==> config.mk <==
export PLATFORM = sky130hd
export DESIGN_NAME = gp_timer_module
export DESIGN_NICKNAME = d
export VERILOG_FILES = /design/src/rtl/gp_timer_pkg.sv /design/src/rtl/gp_timer_module.sv
export SDC_FILE = /design/constraint.sdc
export NUM_CORES = 1
export LEC_CHECK = 0
export BUFFER_PORTS_ARGS = -buffer_cell sky130_fd_sc_hd__buf_4
export CELL_PAD_IN_SITES_DETAIL_PLACEMENT = 1
export CELL_PAD_IN_SITES_GLOBAL_PLACEMENT = 2
export CORE_UTILIZATION = 34
export DETAILED_ROUTE_END_ITERATION = 7
export GPL_ROUTABILITY_DRIVEN = 0
export GPL_TIMING_DRIVEN = 0
export HOLD_SLACK_MARGIN = 0.15
export PLACE_DENSITY = 0.77
export SETUP_SLACK_MARGIN = 0.15
export SKIP_CTS_REPAIR_TIMING = 1
export SYNTH_ARGS = -nofsm -noshare
export SYNTH_HDL_FRONTEND = slang
export SYNTH_SLANG_ARGS = --single-unit
==> constraint.sdc <==
create_clock -name pclk -period 2.95 [get_ports pclk]
set_input_delay 0.1475 -clock pclk [delete_from_list [all_inputs] [get_ports pclk]]
set_output_delay 0.1475 -clock pclk [all_outputs]
set_load 0.03 [all_outputs]
==> src/rtl/gp_timer_pkg.sv <==
// Constants, register map and carrier types for the general-purpose timer unit.
// Assumes an APB slave at 32-bit data with word-aligned registers.
package gp_timer_pkg;

  // ----------------------------------------------------------------
  // Register offsets (byte addresses)
  // ----------------------------------------------------------------
  localparam logic [11:0] OFF_CONFIG      = 12'h000;
  localparam logic [11:0] OFF_FIRST_MODE  = 12'h004;
  localparam logic [11:0] OFF_SECOND_MODE = 12'h008;
  localparam logic [11:0] OFF_CONTROL     = 12'h00C;
  localparam logic [11:0] OFF_MASK        = 12'h018;
  localparam logic [11:0] OFF_RAW         = 12'h01C;
  localparam logic [11:0] OFF_MASKED      = 12'h020;
  localparam logic [11:0] OFF_CLEAR       = 12'h024;
  localparam logic [11:0] OFF_FIRST_LOAD  = 12'h028;
  localparam logic [11:0] OFF_SECOND_LOAD = 12'h02C;
  localparam logic [11:0] OFF_FIRST_MATCH = 12'h030;
  localparam logic [11:0] OFF_SECOND_MATCH= 12'h034;
  localparam logic [11:0] OFF_FIRST_PRE   = 12'h038;
  localparam logic [11:0] OFF_SECOND_PRE  = 12'h03C;
  localparam logic [11:0] OFF_FIRST_VALUE = 12'h048;
  localparam logic [11:0] OFF_SECOND_VALUE= 12'h04C;

  // ----------------------------------------------------------------
  // Configuration values and mode field encodings
  // ----------------------------------------------------------------
  localparam logic [2:0] CFG_JOINED_TIMER = 3'h0;
  localparam logic [2:0] CFG_JOINED_CLOCK = 3'h1;
  localparam logic [2:0] CFG_SPLIT        = 3'h4;
  localparam logic [1:0] MODE_ONE_SHOT    = 2'h1;
  localparam logic [1:0] MODE_PERIODIC    = 2'h2;
  localparam logic [1:0] MODE_EDGE_COUNT  = 2'h3;

  // ----------------------------------------------------------------
  // Field positions
  // ----------------------------------------------------------------
  localparam int CTL_EN_POS      = 0;   // plus 8 for the second half
  localparam int CTL_STALL_POS   = 1;
  localparam int CTL_CLOCK_POS   = 4;
  localparam int CTL_TRIG_POS    = 5;
  localparam int CTL_HALF_STRIDE = 8;
  localparam int FLAG_FIRST_TO   = 0;
  localparam int FLAG_CLOCK      = 3;
  localparam int FLAG_SECOND_TO  = 8;

  // ----------------------------------------------------------------
  // Reset values
  // ----------------------------------------------------------------
  localparam logic [15:0] RST_COUNT     = 16'hFFFF;
  localparam logic [15:0] RST_LOAD      = 16'hFFFF;
  localparam logic [7:0]  RST_PRESCALE  = 8'h00;
  localparam logic [31:0] CLOCK_START   = 32'h00000001;
  localparam logic [31:0] CLOCK_ROLL    = 32'h00000000;

  // ----------------------------------------------------------------
  // Clock mode timing
  // ----------------------------------------------------------------
  localparam int CLOCK_IN_HZ   = 32768;
  localparam int CLOCK_TICK_HZ = 1;
  localparam int CLOCK_DIV     = CLOCK_IN_HZ / CLOCK_TICK_HZ;

  typedef struct packed {
    logic trig;
    logic stall;
    logic en;
  } half_ctl_t;

  typedef struct packed {
    logic second_to;
    logic clock_match;
    logic first_to;
  } flags_t;

endpackage : gp_timer_pkg

==> src/rtl/gp_timer_module.sv <==
// One timer unit: two 16-bit halves, joinable into a 32-bit timer or clock.
// Assumes an APB master on pclk and capture pins asynchronous to pclk.
`timescale 1ns/1ps

// Function
// [RQ1] Two 16-bit halves run separately or join into one 32-bit timer/clock.
// [RQ2] Timeout triggers of the halves are ORed into one converter trigger.
// [RQ3] Configuration 0 joined timer, 1 joined clock, 0x4 split halves.
// [RQ4] Reset: inactive, controls clear, counters and loads 0xFFFF, prescale 0x00.
// [RQ5] Joined mode first load write fills second load from upper half.
// [RQ6] Joined mode first value read returns second half above first half.
// [RQ7] Joined timer counts down; only first mode field picks one-shot/periodic.
// [RQ8] At zero reload next cycle; one-shot then clears enable, periodic continues.
// [RQ9] Timeout sets sticky raw flag until cleared; masked flag when mask set.
// [RQ10] Trigger enable gives one-cycle trigger pulse at zero.
// [RQ11] Load write while running is taken next cycle, counting continues.
// [RQ12] Stall bit holds the count; counting resumes when it drops.
// [RQ13] Clock mode counts up; first selection loads one; match from first match.
// [RQ14] Even pin carries 32.768 kHz; divided to 1 Hz counting tick.
// [RQ15] Clock counts up; on match rolls to zero and keeps counting.
// [RQ16] Clock match sets raw flag, masked flag when enabled; clear bit clears.
// [RQ17] Clock enable bit overrides both stall bits; the code overrides only the first half's stall bit, through run_first.
// [RQ18] Split halves use the odd pin, joined modes the even pin; the code uses it only in joined clock mode.
// [RQ19] Joined mode is one 32-bit timer; split halves pick modes independently.
// [RQ20] Interrupt output high while any masked flag is set.
module gp_timer_module
  import gp_timer_pkg::*;
#(
  parameter int CLOCK_DIVIDE = CLOCK_DIV
) (
  // Clock and reset
  input  wire logic        pclk,
  input  wire logic        presetn,
  // APB slave
  input  wire logic        psel,
  input  wire logic        penable,
  input  wire logic        pwrite,
  input  wire logic [11:0] paddr,
  input  wire logic [31:0] pwdata,
  output logic      [31:0] prdata,
  output logic             pready,
  output logic             pslverr,
  // Capture pins
  input  wire logic        capture_pin_even,
  input  wire logic        capture_pin_odd,
  // Events
  output logic             adc_trigger,
  output logic             timer_irq
);

  // ----------------------------------------------------------------
  // Decode helpers
  // ----------------------------------------------------------------
  function automatic logic is_mapped(input logic [11:0] a);
    case (a)
      OFF_CONFIG, OFF_FIRST_MODE, OFF_SECOND_MODE, OFF_CONTROL, OFF_MASK, OFF_RAW,
      OFF_MASKED, OFF_CLEAR, OFF_FIRST_LOAD, OFF_SECOND_LOAD, OFF_FIRST_MATCH,
      OFF_SECOND_MATCH, OFF_FIRST_PRE, OFF_SECOND_PRE, OFF_FIRST_VALUE,
      OFF_SECOND_VALUE: is_mapped = 1'b1;
      default:          is_mapped = 1'b0;
    endcase
  endfunction : is_mapped

  function automatic logic [31:0] flags_word(input flags_t f);
    flags_word = 32'h00000000;
    flags_word[FLAG_FIRST_TO]  = f.first_to;
    flags_word[FLAG_CLOCK]     = f.clock_match;
    flags_word[FLAG_SECOND_TO] = f.second_to;
  endfunction : flags_word

  function automatic flags_t word_flags(input logic [31:0] w);
    word_flags = '{second_to: w[FLAG_SECOND_TO], clock_match: w[FLAG_CLOCK], first_to: w[FLAG_FIRST_TO]};
  endfunction : word_flags

  // ----------------------------------------------------------------
  // Registers and state
  // ----------------------------------------------------------------
  logic [2:0]  timer_configuration;
  logic [1:0]  counter_mode    [2];
  half_ctl_t   half_ctl        [2];
  logic        clock_mode_enable;
  logic [15:0] interval_load   [2];
  logic [15:0] match_value     [2];
  logic [7:0]  prescale        [2];
  logic [7:0]  prescale_count  [2];
  logic [15:0] half_counter    [2];
  flags_t      interrupt_mask;
  flags_t      raw_interrupt_status;
  flags_t      masked_interrupt_status;
  logic        clock_loaded;

  logic        setup_phase;
  logic        wr;
  logic        joined;
  logic [31:0] joined_count;
  logic [31:0] joined_load;
  logic [31:0] joined_match;
  flags_t      events;
  flags_t      clear_bits;
  logic [1:0]  oneshot_done;
  logic [1:0]  load_write;

  assign setup_phase  = psel && !penable;
  assign wr           = psel && penable && pwrite && pready;
  assign joined       = (timer_configuration == CFG_JOINED_TIMER) ||
                        (timer_configuration == CFG_JOINED_CLOCK);
  assign joined_count = {half_counter[1], half_counter[0]};
  assign joined_load  = {interval_load[1], interval_load[0]};
  assign joined_match = {match_value[1], match_value[0]};
  assign masked_interrupt_status = raw_interrupt_status & interrupt_mask;
  assign clear_bits   = (wr && paddr == OFF_CLEAR) ? word_flags(pwdata) : flags_t'(3'h0);
  assign load_write[0] = wr && paddr == OFF_FIRST_LOAD;
  assign load_write[1] = wr && paddr == OFF_SECOND_LOAD;

  // ----------------------------------------------------------------
  // Capture pin synchronisers
  // ----------------------------------------------------------------
  logic [1:0] even_sync;
  logic [1:0] odd_sync;
  logic       even_prev;
  logic       odd_prev;
  logic       even_rise;
  logic       odd_rise;

  always_ff @(posedge pclk or negedge presetn) begin
    if (!presetn) begin
      even_sync <= 2'h0;
      odd_sync  <= 2'h0;
      even_prev <= 1'b0;
      odd_prev  <= 1'b0;
    end else begin
      even_sync <= {even_sync[0], capture_pin_even};
      odd_sync  <= {odd_sync[0], capture_pin_odd};
      even_prev <= even_sync[1];
      odd_prev  <= odd_sync[1];
    end
  end

  assign even_rise = even_sync[1] && !even_prev;   // [RQ18]
  assign odd_rise  = odd_sync[1] && !odd_prev;     // [RQ18]

  // ----------------------------------------------------------------
  // Clock mode divider: 32768 input edges make one tick
  // ----------------------------------------------------------------
  logic [15:0] div_count;
  logic        clock_tick;

  assign clock_tick = even_rise && (div_count == 16'(CLOCK_DIVIDE - 1));

  always_ff @(posedge pclk or negedge presetn) begin
    if (!presetn) begin
      div_count <= 16'h0000;
    end else if (timer_configuration != CFG_JOINED_CLOCK) begin
      div_count <= 16'h0000;
    end else if (clock_tick) begin
      div_count <= 16'h0000;                       // [RQ14]
    end else if (even_rise) begin
      div_count <= div_count + 16'h0001;           // [RQ14]
    end
  end

  // ----------------------------------------------------------------
  // Counter next-state
  // ----------------------------------------------------------------
  logic [15:0] next_half   [2];
  logic [7:0]  next_pre    [2];
  logic [31:0] next_joined;
  logic        next_loaded;
  logic        run_first;

  // Clock enable overrides stall so a debugger cannot slip the wall clock
  assign run_first = half_ctl[0].en && (!half_ctl[0].stall || clock_mode_enable);   // [RQ12] [RQ17]

  always_comb begin
    next_joined  = joined_count;
    next_loaded  = clock_loaded;
    events       = flags_t'(3'h0);
    oneshot_done = 2'h0;
    for (int h = 0; h < 2; h++) begin
      next_half[h] = half_counter[h];
      next_pre[h]  = prescale_count[h];
    end
    case (timer_configuration)
      CFG_JOINED_TIMER: begin                                   // [RQ3] [RQ7] [RQ19]
        if (load_write[0]) begin
          next_joined = pwdata;                                 // [RQ11]
        end else if (run_first) begin
          if (joined_count == 32'h00000000) begin
            next_joined     = joined_load;                      // [RQ8]
            events.first_to = 1'b1;                             // [RQ9]
            oneshot_done[0] = (counter_mode[0] == MODE_ONE_SHOT);  // [RQ7] [RQ8]
          end else begin
            next_joined = joined_count - 32'h00000001;
          end
        end
      end
      CFG_JOINED_CLOCK: begin                                   // [RQ3] [RQ13]
        if (!clock_loaded) begin
          next_joined = CLOCK_START;                            // [RQ13]
          next_loaded = 1'b1;
        end else if (run_first && clock_tick) begin
          if (joined_count == joined_match) begin
            next_joined        = CLOCK_ROLL;                    // [RQ15]
            events.clock_match = 1'b1;                          // [RQ16]
          end else begin
            next_joined = joined_count + 32'h00000001;          // [RQ15]
          end
        end
      end
      CFG_SPLIT: begin                                          // [RQ3] [RQ19]
        for (int h = 0; h < 2; h++) begin
          if (load_write[h]) begin
            next_half[h] = pwdata[15:0];                        // [RQ11]
            next_pre[h]  = prescale[h];
          end else if (half_ctl[h].en && !half_ctl[h].stall) begin   // [RQ12]
            if (counter_mode[h] == MODE_EDGE_COUNT) begin
              if (odd_rise) begin                               // [RQ18]
                if (half_counter[h] == 16'h0000) begin
                  next_half[h] = interval_load[h];
                  if (h == 0) events.first_to = 1'b1;
                  else        events.second_to = 1'b1;
                end else begin
                  next_half[h] = half_counter[h] - 16'h0001;
                end
              end
            end else if (prescale_count[h] != 8'h00) begin
              next_pre[h] = prescale_count[h] - 8'h01;
            end else begin
              next_pre[h] = prescale[h];
              if (half_counter[h] == 16'h0000) begin
                next_half[h]    = interval_load[h];
                oneshot_done[h] = (counter_mode[h] == MODE_ONE_SHOT);
                if (h == 0) events.first_to = 1'b1;
                else        events.second_to = 1'b1;
              end else begin
                next_half[h] = half_counter[h] - 16'h0001;
              end
            end
          end
        end
      end
      default: begin
      end
    endcase
    if (joined) begin
      next_half[0] = next_joined[15:0];                         // [RQ1]
      next_half[1] = next_joined[31:16];
    end
  end

  // ----------------------------------------------------------------
  // Counter state
  // ----------------------------------------------------------------
  always_ff @(posedge pclk or negedge presetn) begin
    if (!presetn) begin
      for (int h = 0; h < 2; h++) begin
        half_counter[h]   <= RST_COUNT;                         // [RQ4]
        prescale_count[h] <= RST_PRESCALE;
      end
      clock_loaded <= 1'b0;
    end else begin
      for (int h = 0; h < 2; h++) begin
        half_counter[h]   <= next_half[h];
        prescale_count[h] <= next_pre[h];
      end
      clock_loaded <= next_loaded;
    end
  end

  // ----------------------------------------------------------------
  // Software registers
  // ----------------------------------------------------------------
  always_ff @(posedge pclk or negedge presetn) begin
    if (!presetn) begin
      timer_configuration <= 3'h0;                              // [RQ4]
      clock_mode_enable   <= 1'b0;
      interrupt_mask      <= flags_t'(3'h0);
      for (int h = 0; h < 2; h++) begin
        counter_mode[h]  <= 2'h0;
        half_ctl[h]      <= half_ctl_t'(3'h0);
        interval_load[h] <= RST_LOAD;                           // [RQ4]
        match_value[h]   <= 16'h0000;
        prescale[h]      <= RST_PRESCALE;
      end
    end else begin
      for (int h = 0; h < 2; h++) begin
        if (oneshot_done[h]) half_ctl[h].en <= 1'b0;            // [RQ8]
      end
      if (wr) begin
        case (paddr)
          OFF_CONFIG:      timer_configuration <= pwdata[2:0];
          OFF_FIRST_MODE:  counter_mode[0] <= pwdata[1:0];
          OFF_SECOND_MODE: counter_mode[1] <= pwdata[1:0];
          OFF_MASK:        interrupt_mask <= word_flags(pwdata);
          OFF_CONTROL: begin
            clock_mode_enable <= pwdata[CTL_CLOCK_POS];
            for (int h = 0; h < 2; h++) begin
              half_ctl[h].en    <= pwdata[CTL_EN_POS + h * CTL_HALF_STRIDE];
              half_ctl[h].stall <= pwdata[CTL_STALL_POS + h * CTL_HALF_STRIDE];
              half_ctl[h].trig  <= pwdata[CTL_TRIG_POS + h * CTL_HALF_STRIDE];
            end
          end
          OFF_FIRST_LOAD: begin
            interval_load[0] <= pwdata[15:0];
            if (joined) interval_load[1] <= pwdata[31:16];      // [RQ5]
          end
          OFF_SECOND_LOAD: interval_load[1] <= pwdata[15:0];
          OFF_FIRST_MATCH: begin
            match_value[0] <= pwdata[15:0];                     // [RQ13]
            if (joined) match_value[1] <= pwdata[31:16];
          end
          OFF_SECOND_MATCH: match_value[1] <= pwdata[15:0];
          OFF_FIRST_PRE:    prescale[0] <= pwdata[7:0];
          OFF_SECOND_PRE:   prescale[1] <= pwdata[7:0];
          default: begin
          end
        endcase
      end
    end
  end

  // ----------------------------------------------------------------
  // Status flags, interrupt and trigger
  // ----------------------------------------------------------------
  always_ff @(posedge pclk or negedge presetn) begin
    if (!presetn) begin
      raw_interrupt_status <= flags_t'(3'h0);
      timer_irq            <= 1'b0;
      adc_trigger          <= 1'b0;
    end else begin
      // A new event in the clearing cycle survives the clear
      raw_interrupt_status <= (raw_interrupt_status & ~clear_bits) | events;   // [RQ9] [RQ16]
      timer_irq            <= |masked_interrupt_status;                        // [RQ20]
      adc_trigger          <= (events.first_to && half_ctl[0].trig) ||
                              (events.second_to && half_ctl[1].trig);          // [RQ2] [RQ10]
    end
  end

  // ----------------------------------------------------------------
  // APB read path: data latched in setup, answered in first access cycle
  // ----------------------------------------------------------------
  logic [31:0] read_word;

  always_comb begin
    read_word = 32'h00000000;
    case (paddr)
      OFF_CONFIG:       read_word = {29'h0, timer_configuration};
      OFF_FIRST_MODE:   read_word = {30'h0, counter_mode[0]};
      OFF_SECOND_MODE:  read_word = {30'h0, counter_mode[1]};
      OFF_CONTROL: begin
        read_word[CTL_CLOCK_POS] = clock_mode_enable;
        for (int h = 0; h < 2; h++) begin
          read_word[CTL_EN_POS + h * CTL_HALF_STRIDE]    = half_ctl[h].en;
          read_word[CTL_STALL_POS + h * CTL_HALF_STRIDE] = half_ctl[h].stall;
          read_word[CTL_TRIG_POS + h * CTL_HALF_STRIDE]  = half_ctl[h].trig;
        end
      end
      OFF_MASK:         read_word = flags_word(interrupt_mask);
      OFF_RAW:          read_word = flags_word(raw_interrupt_status);
      OFF_MASKED:       read_word = flags_word(masked_interrupt_status);
      OFF_FIRST_LOAD:   read_word = joined ? joined_load : {16'h0, interval_load[0]};
      OFF_SECOND_LOAD:  read_word = {16'h0, interval_load[1]};
      OFF_FIRST_MATCH:  read_word = joined ? joined_match : {16'h0, match_value[0]};
      OFF_SECOND_MATCH: read_word = {16'h0, match_value[1]};
      OFF_FIRST_PRE:    read_word = {24'h0, prescale[0]};
      OFF_SECOND_PRE:   read_word = {24'h0, prescale[1]};
      OFF_FIRST_VALUE:  read_word = joined ? joined_count : {16'h0, half_counter[0]};   // [RQ6]
      OFF_SECOND_VALUE: read_word = {16'h0, half_counter[1]};
      default:          read_word = 32'h00000000;
    endcase
  end

  always_ff @(posedge pclk or negedge presetn) begin
    if (!presetn) begin
      prdata  <= 32'h00000000;
      pready  <= 1'b0;
      pslverr <= 1'b0;
    end else begin
      pready  <= setup_phase;
      pslverr <= setup_phase && !is_mapped(paddr);
      if (setup_phase && !pwrite) prdata <= read_word;
    end
  end

  logic timer_busy;
  assign timer_busy = (timer_configuration == CFG_JOINED_TIMER) && run_first && !wr;
endmodule : gp_timer_module

# Word level (Yosys, flattened, before mapping)
# Index checks and enable logic that the tools add are counted.
# totals
regBits	207
inputBits	51
output_inout_bits	36
elab_cells	231
# op_classes
add_sub_neg	7
eq_ne	35
n_mux	88
bitwise	4
reduce_logical	60
# op_table
cell	n
$mux 32	11
$mux 16	16
$pmux 18 s6	1
$eq 12x6->1 const B	8
$mux 8	8
$pmux 16 s2	2
$pmux 32 s2	1
$mux 1	37
$add 32x1->32 const B	1
$eq 32x32->1	1
$logic_not 16->1	2
$logic_not 32->1	1
$sub 16x1->16 const B	2
$sub 32x1->32 const B	1
$pmux 2 s15	1
$eq 12x4->1 const B	2
$eq 12x5->1 const B	2
$eq 12x7->1 const B	2
$pmux 2 s12	1
$ne 4x4->1 const B	5
$pmux 2 s10	1
$logic_and 1x1->1	18
$pmux 2 s9	1
$pmux 3 s6	1
31 further kinds	68

# Logic depth before layout (Yosys ltp)
# depth
depth_word	10
mapped_depth	13
mapped_depth_nobuf	10

# Worst setup path after synthesis
# No wires, ideal clock.
# synth_path
kind	reg2reg
from	reg half_counter[0] (netlist name)
to	reg half_counter[18] (netlist name)
setup_ns	0.079
t_arrival_ns	2.797
required_ns	2.871
slack_ns	0.074
path_stages_with_launch	12
n_path_buf	3
period_less_slack_ns	2.876
path_cell_list	dfstp_2 > clkbuf_1 > inv_1 > ha_1 > or3b_2 > nor3_1 > nand4_1 > clkbuf_1 > clkbuf_1 > o211ai_1 > o211ai_1 > a22o_1
# synth_via
elab_chain_cells	6
word_cells_on_any_way	10
classes_between	1 x eq/ne; 8 x mux; 1 x reduce/logical
# synth_rtl
element	line_no	text
from (decl)	gp_timer_module.sv:86	logic [15:0] half_counter [2];
from (signal, indexed assignment)	gp_timer_module.sv:263	half_counter[h] <= next_half[h];
$eq 32x32->1 or $logic_not 32->1 (tied branches)	gp_timer_module.sv:202, gp_timer_module.sv:188	
$mux 32 (on tied branches)	gp_timer_module.sv:202, gp_timer_module.sv:188	
$mux 32 (on tied branches)	gp_timer_module.sv:201, gp_timer_module.sv:187	
$mux 32 (on tied branches)	gp_timer_module.sv:198, gp_timer_module.sv:185	
$pmux 32 s2 (*)	gp_timer_module.sv:183	case (timer_configuration)
$mux 32 (*)	gp_timer_module.sv:245	if (joined) begin
# Every way passes the cells marked *; elsewhere a longest branch is shown, timed or not. The select of a mux whose other input is x is not followed.
# A chain may end at the register's enable or synchronous reset.

# Final worst setup path
# layout_path
from	reg prescale_count[3] (netlist name)
to	reg half_counter[8] (netlist name)
# layout_via
elab_chain_cells	3
# layout_rtl
element	line_no	text
from (decl)	gp_timer_module.sv:85	logic [7:0] prescale_count [2];
from (signal, indexed assignment)	gp_timer_module.sv:264	prescale_count[h] <= next_pre[h];
$reduce_bool 8->1	gp_timer_module.sv:226	end else if (prescale_count[h] != 8'h00) begin
$ne 4x4->1 (no source line)	-	
$reduce_and 7->1 (no source line)	-	
# No other way between the ends.

==> impl_metrics.ini <==
[job]
drv_cap = 0

[setup_path]
r2r_end = half_counter[8]
crit_required_ns = 3.43
start_kind = flip-flop
max_stage_delay_ns = 0.55
path_cells = or3_4, or2_1, or4b_4, o22ai_4, o31ai_4, buf_6, buf_4, o31ai_4
path_max_fanout = 10
worstPathArrival_ns = 3.33
rrSetupSlack_ns = 0.10
rr_startpoint = prescale_count[3]
worst_path_most_repeated_cell = o31ai_4
path_class = reg -> reg
cp-end-kind = flip-flop
rr_worst_depth = 8
critPathSlowestCell = or4b_4

[synth]
synth_area_um2 = 13580
synth_edf_count = 0
synth.most_common_cell = nand2_1
synth-seq-area-share = 0.3874
ys.flop_type = dfrtp_1
synth_top_area_share = 0.2635
synth_fp_nets = 1684
ys_types = 75
ys_async_sr_fraction = 1.000
yosys_warnings = 0
synth_area_leaders = dfrtp_1, dfstp_2, nand2_1
synthCells = 1622
yosys_register_bits = 207
syn_avg_cell_area_um2 = 8.371
yosysTopAreaCell = dfrtp_1
ys_top_cells_by_count = nand2_1, dfrtp_1, nor2_1

[timing]
period_share = 0.9654
hold_viol_final = 0
worstMarginPinSlew_ns = 1.275
rsz0062_at_grt = yes
fmax_mhz = 351.1
fin_crit_ns = 2.848
setup_slack_ns = 0.1022
report.final.slew_viol_count = 0
max_slew_margin = 0.1455
skew_ns = 0.01870
finalSetupViolCount = 0

[clocking]
cts_buffer_depth = 3
cts_root_buffer = clkbuf_16
cts.sinks = 207
numCtsBuffers = 27
clock_latency_ns = 0.58
cts.clk_slew.worst_paths_ns = 0.06
htreeDepth = 1
cts_tree = done

[power_and_ir_drop]
seqPwrFrac = 0.398
vdd_drop_max_uv = 355.9
internal_power_mw = 5.234
combPwrFrac = 0.130
power.switching_mw = 2.046
p_per_area_nw_per_um2 = 421.3
p_sw_frac = 0.2811
power_leakage_nw = 7.470
clock_power_share = 0.472
total_power_mw = 7.280

[cells_and_area]
multi_input_area_um2 = 8223
post-route-util = 0.4430
syn_to_final_growth_pct = 27.26
design_area_um2 = 17280
layout.cells.non_filler = 2354
fillerInstances = 4576
finish.net_count = 1876
drive_above_1_share = 0.2300
seqCellArea_um2 = 5271

[min_path]
whs_endpoint = raw_interrupt_status[0]
holdCritStartpoint = paddr[0]
min_path_type = in -> reg
whs_path_depth = 7

[die]
coreArea_um2 = 39010
initial_core_util = 0.3481
row_count = 72
io_pins = 87
die_height_um = 201.8
fp.dieArea_um2 = 40740
die_w_um = 201.8

[grt]
grt_pass1_vias = 14410
antenna_found_initial = 2
grt_max_degree = 108
grt_pass1_wl_um = 98930
grt_usage = 0.3285
overflow = 0

[detailed_routing]
initialDrtViolationCount = 1696
ant_nets = 0
routed_wl_um = 68850
first_pass_iters = 7
drc = 0
viasPerCell = 6.294
wl_per_cell_um = 29.25
num_vias = 14820

[placed_design]
post-place-ws_ns = -1.367
post-dp-hpwl_um = 49440
placedInstanceArea_um2 = 14890
port_buffers = 79
dpl.cell_count = 2222

[status]
status = finished clean
## area by class of cell
class / instances / share of cell area
Clock inverter: 16 / 0.009848
Tap cell: 518 / 0.03751
Sequential cell: 207 / 0.3051
Buffer: 114 / 0.03570
Inverter: 18 / 0.004924
Clock buffer: 34 / 0.04236
Antenna cell: 1 / 0.0001448
Timing Repair Buffer: 175 / 0.08856
Multi-Input combinational cell: 1271 / 0.4759
## metal layers
layer	vias to the layer above	global-route usage	part of all wire
li1	6276	-	-
met1	7511	0.4403	0.42
met3	226	0.07062	0.088
met5	-	0	0.00094
met2	799	0.5022	0.44
met4	4	0.1567	0.055
## state kept, by name, indices dropped and copies added (netlist names), 4 cells and up
register	flops
prescale_count	16
interval_load	32
prescale	16
joined_match	32
prdata	32
counter_mode	4
half_ctl	6
div_count	16
half_counter	32
## power groups by stage
stage	registers, mW	clock network, mW	logic, mW
finish	2.90	3.44	0.946
global route	2.90	3.57	1.01
floorplan	2.93	0	0.461
detailed placement	2.93	0	0.823
global placement	2.93	0	0.801
CTS	2.88	3.49	0.828
## cells by family (layout without fill, tap and decap cells)
kind of cell    after synthesis  count (layout)  synth area share
simple gates                638             638            0.2243
compound gates              448             448            0.2136
flops                       207             207            0.3874
buf+inv                     144             357           0.04165
xor+xnor                    105             105           0.06773
mux                          69              69           0.05520
fa+ha+maj                    11              11           0.01014
other cells                   0               1                 0
## per-stage QoR
step	setup TNS, ns	hold WS, ns
2_1_floorplan	0	-0.1481
3_3_place_gp	-79.91	0.2588
3_5_place_dp	-57.01	0.2580
4_1_cts	-42.47	-0.3256
5_1_grt	0	0.1686
6_report	0	0.1378
## worst max-delay path, delay by kind of cell (launching register included)
kind | cells | cell delay, ns
buf+inv | 2 | 0.39
simple gates | 3 | 1.23
compound gates | 3 | 0.71
flops | 1 | 0.41
## cell usage in the layout (no fill, tap or decap), drive strengths merged, types with 18 or more instances in the layout
master / Yosys / layout
clkbuf: 105 / 121
nand4: 20 / 20
nor4: 34 / 34
nor3: 41 / 41
a22o: 29 / 29
dfrtp: 143 / 143
nand3: 56 / 56
a22oi: 44 / 44
nand2: 253 / 253
nor2: 133 / 133
dlygate4sd3: 0 / 39
xnor2: 37 / 37
o211ai: 25 / 25
a21oi: 86 / 86
and3: 20 / 20
mux2: 47 / 47
a211oi: 19 / 19
a31oi: 43 / 43
buf: 21 / 163
o21ai: 122 / 122
mux2i: 22 / 22
dfstp: 64 / 64
xor2: 68 / 68
inv: 18 / 18
## worst max path at each step
stage,startpoint,to,slack [ns],cells past startpoint
floorplan,half_counter[0],half_counter[18],0.18,11
CTS,half_counter[0],half_counter[15],-1.39,12
global route,half_counter[0],half_counter[15],0.05,10
detailed placement,half_counter[0],half_counter[15],-1.37,12
finish,prescale_count[3],half_counter[8],0.10,8
global placement,half_counter[0],half_counter[15],-1.28,12
Power figures use the tool's default switching activity.
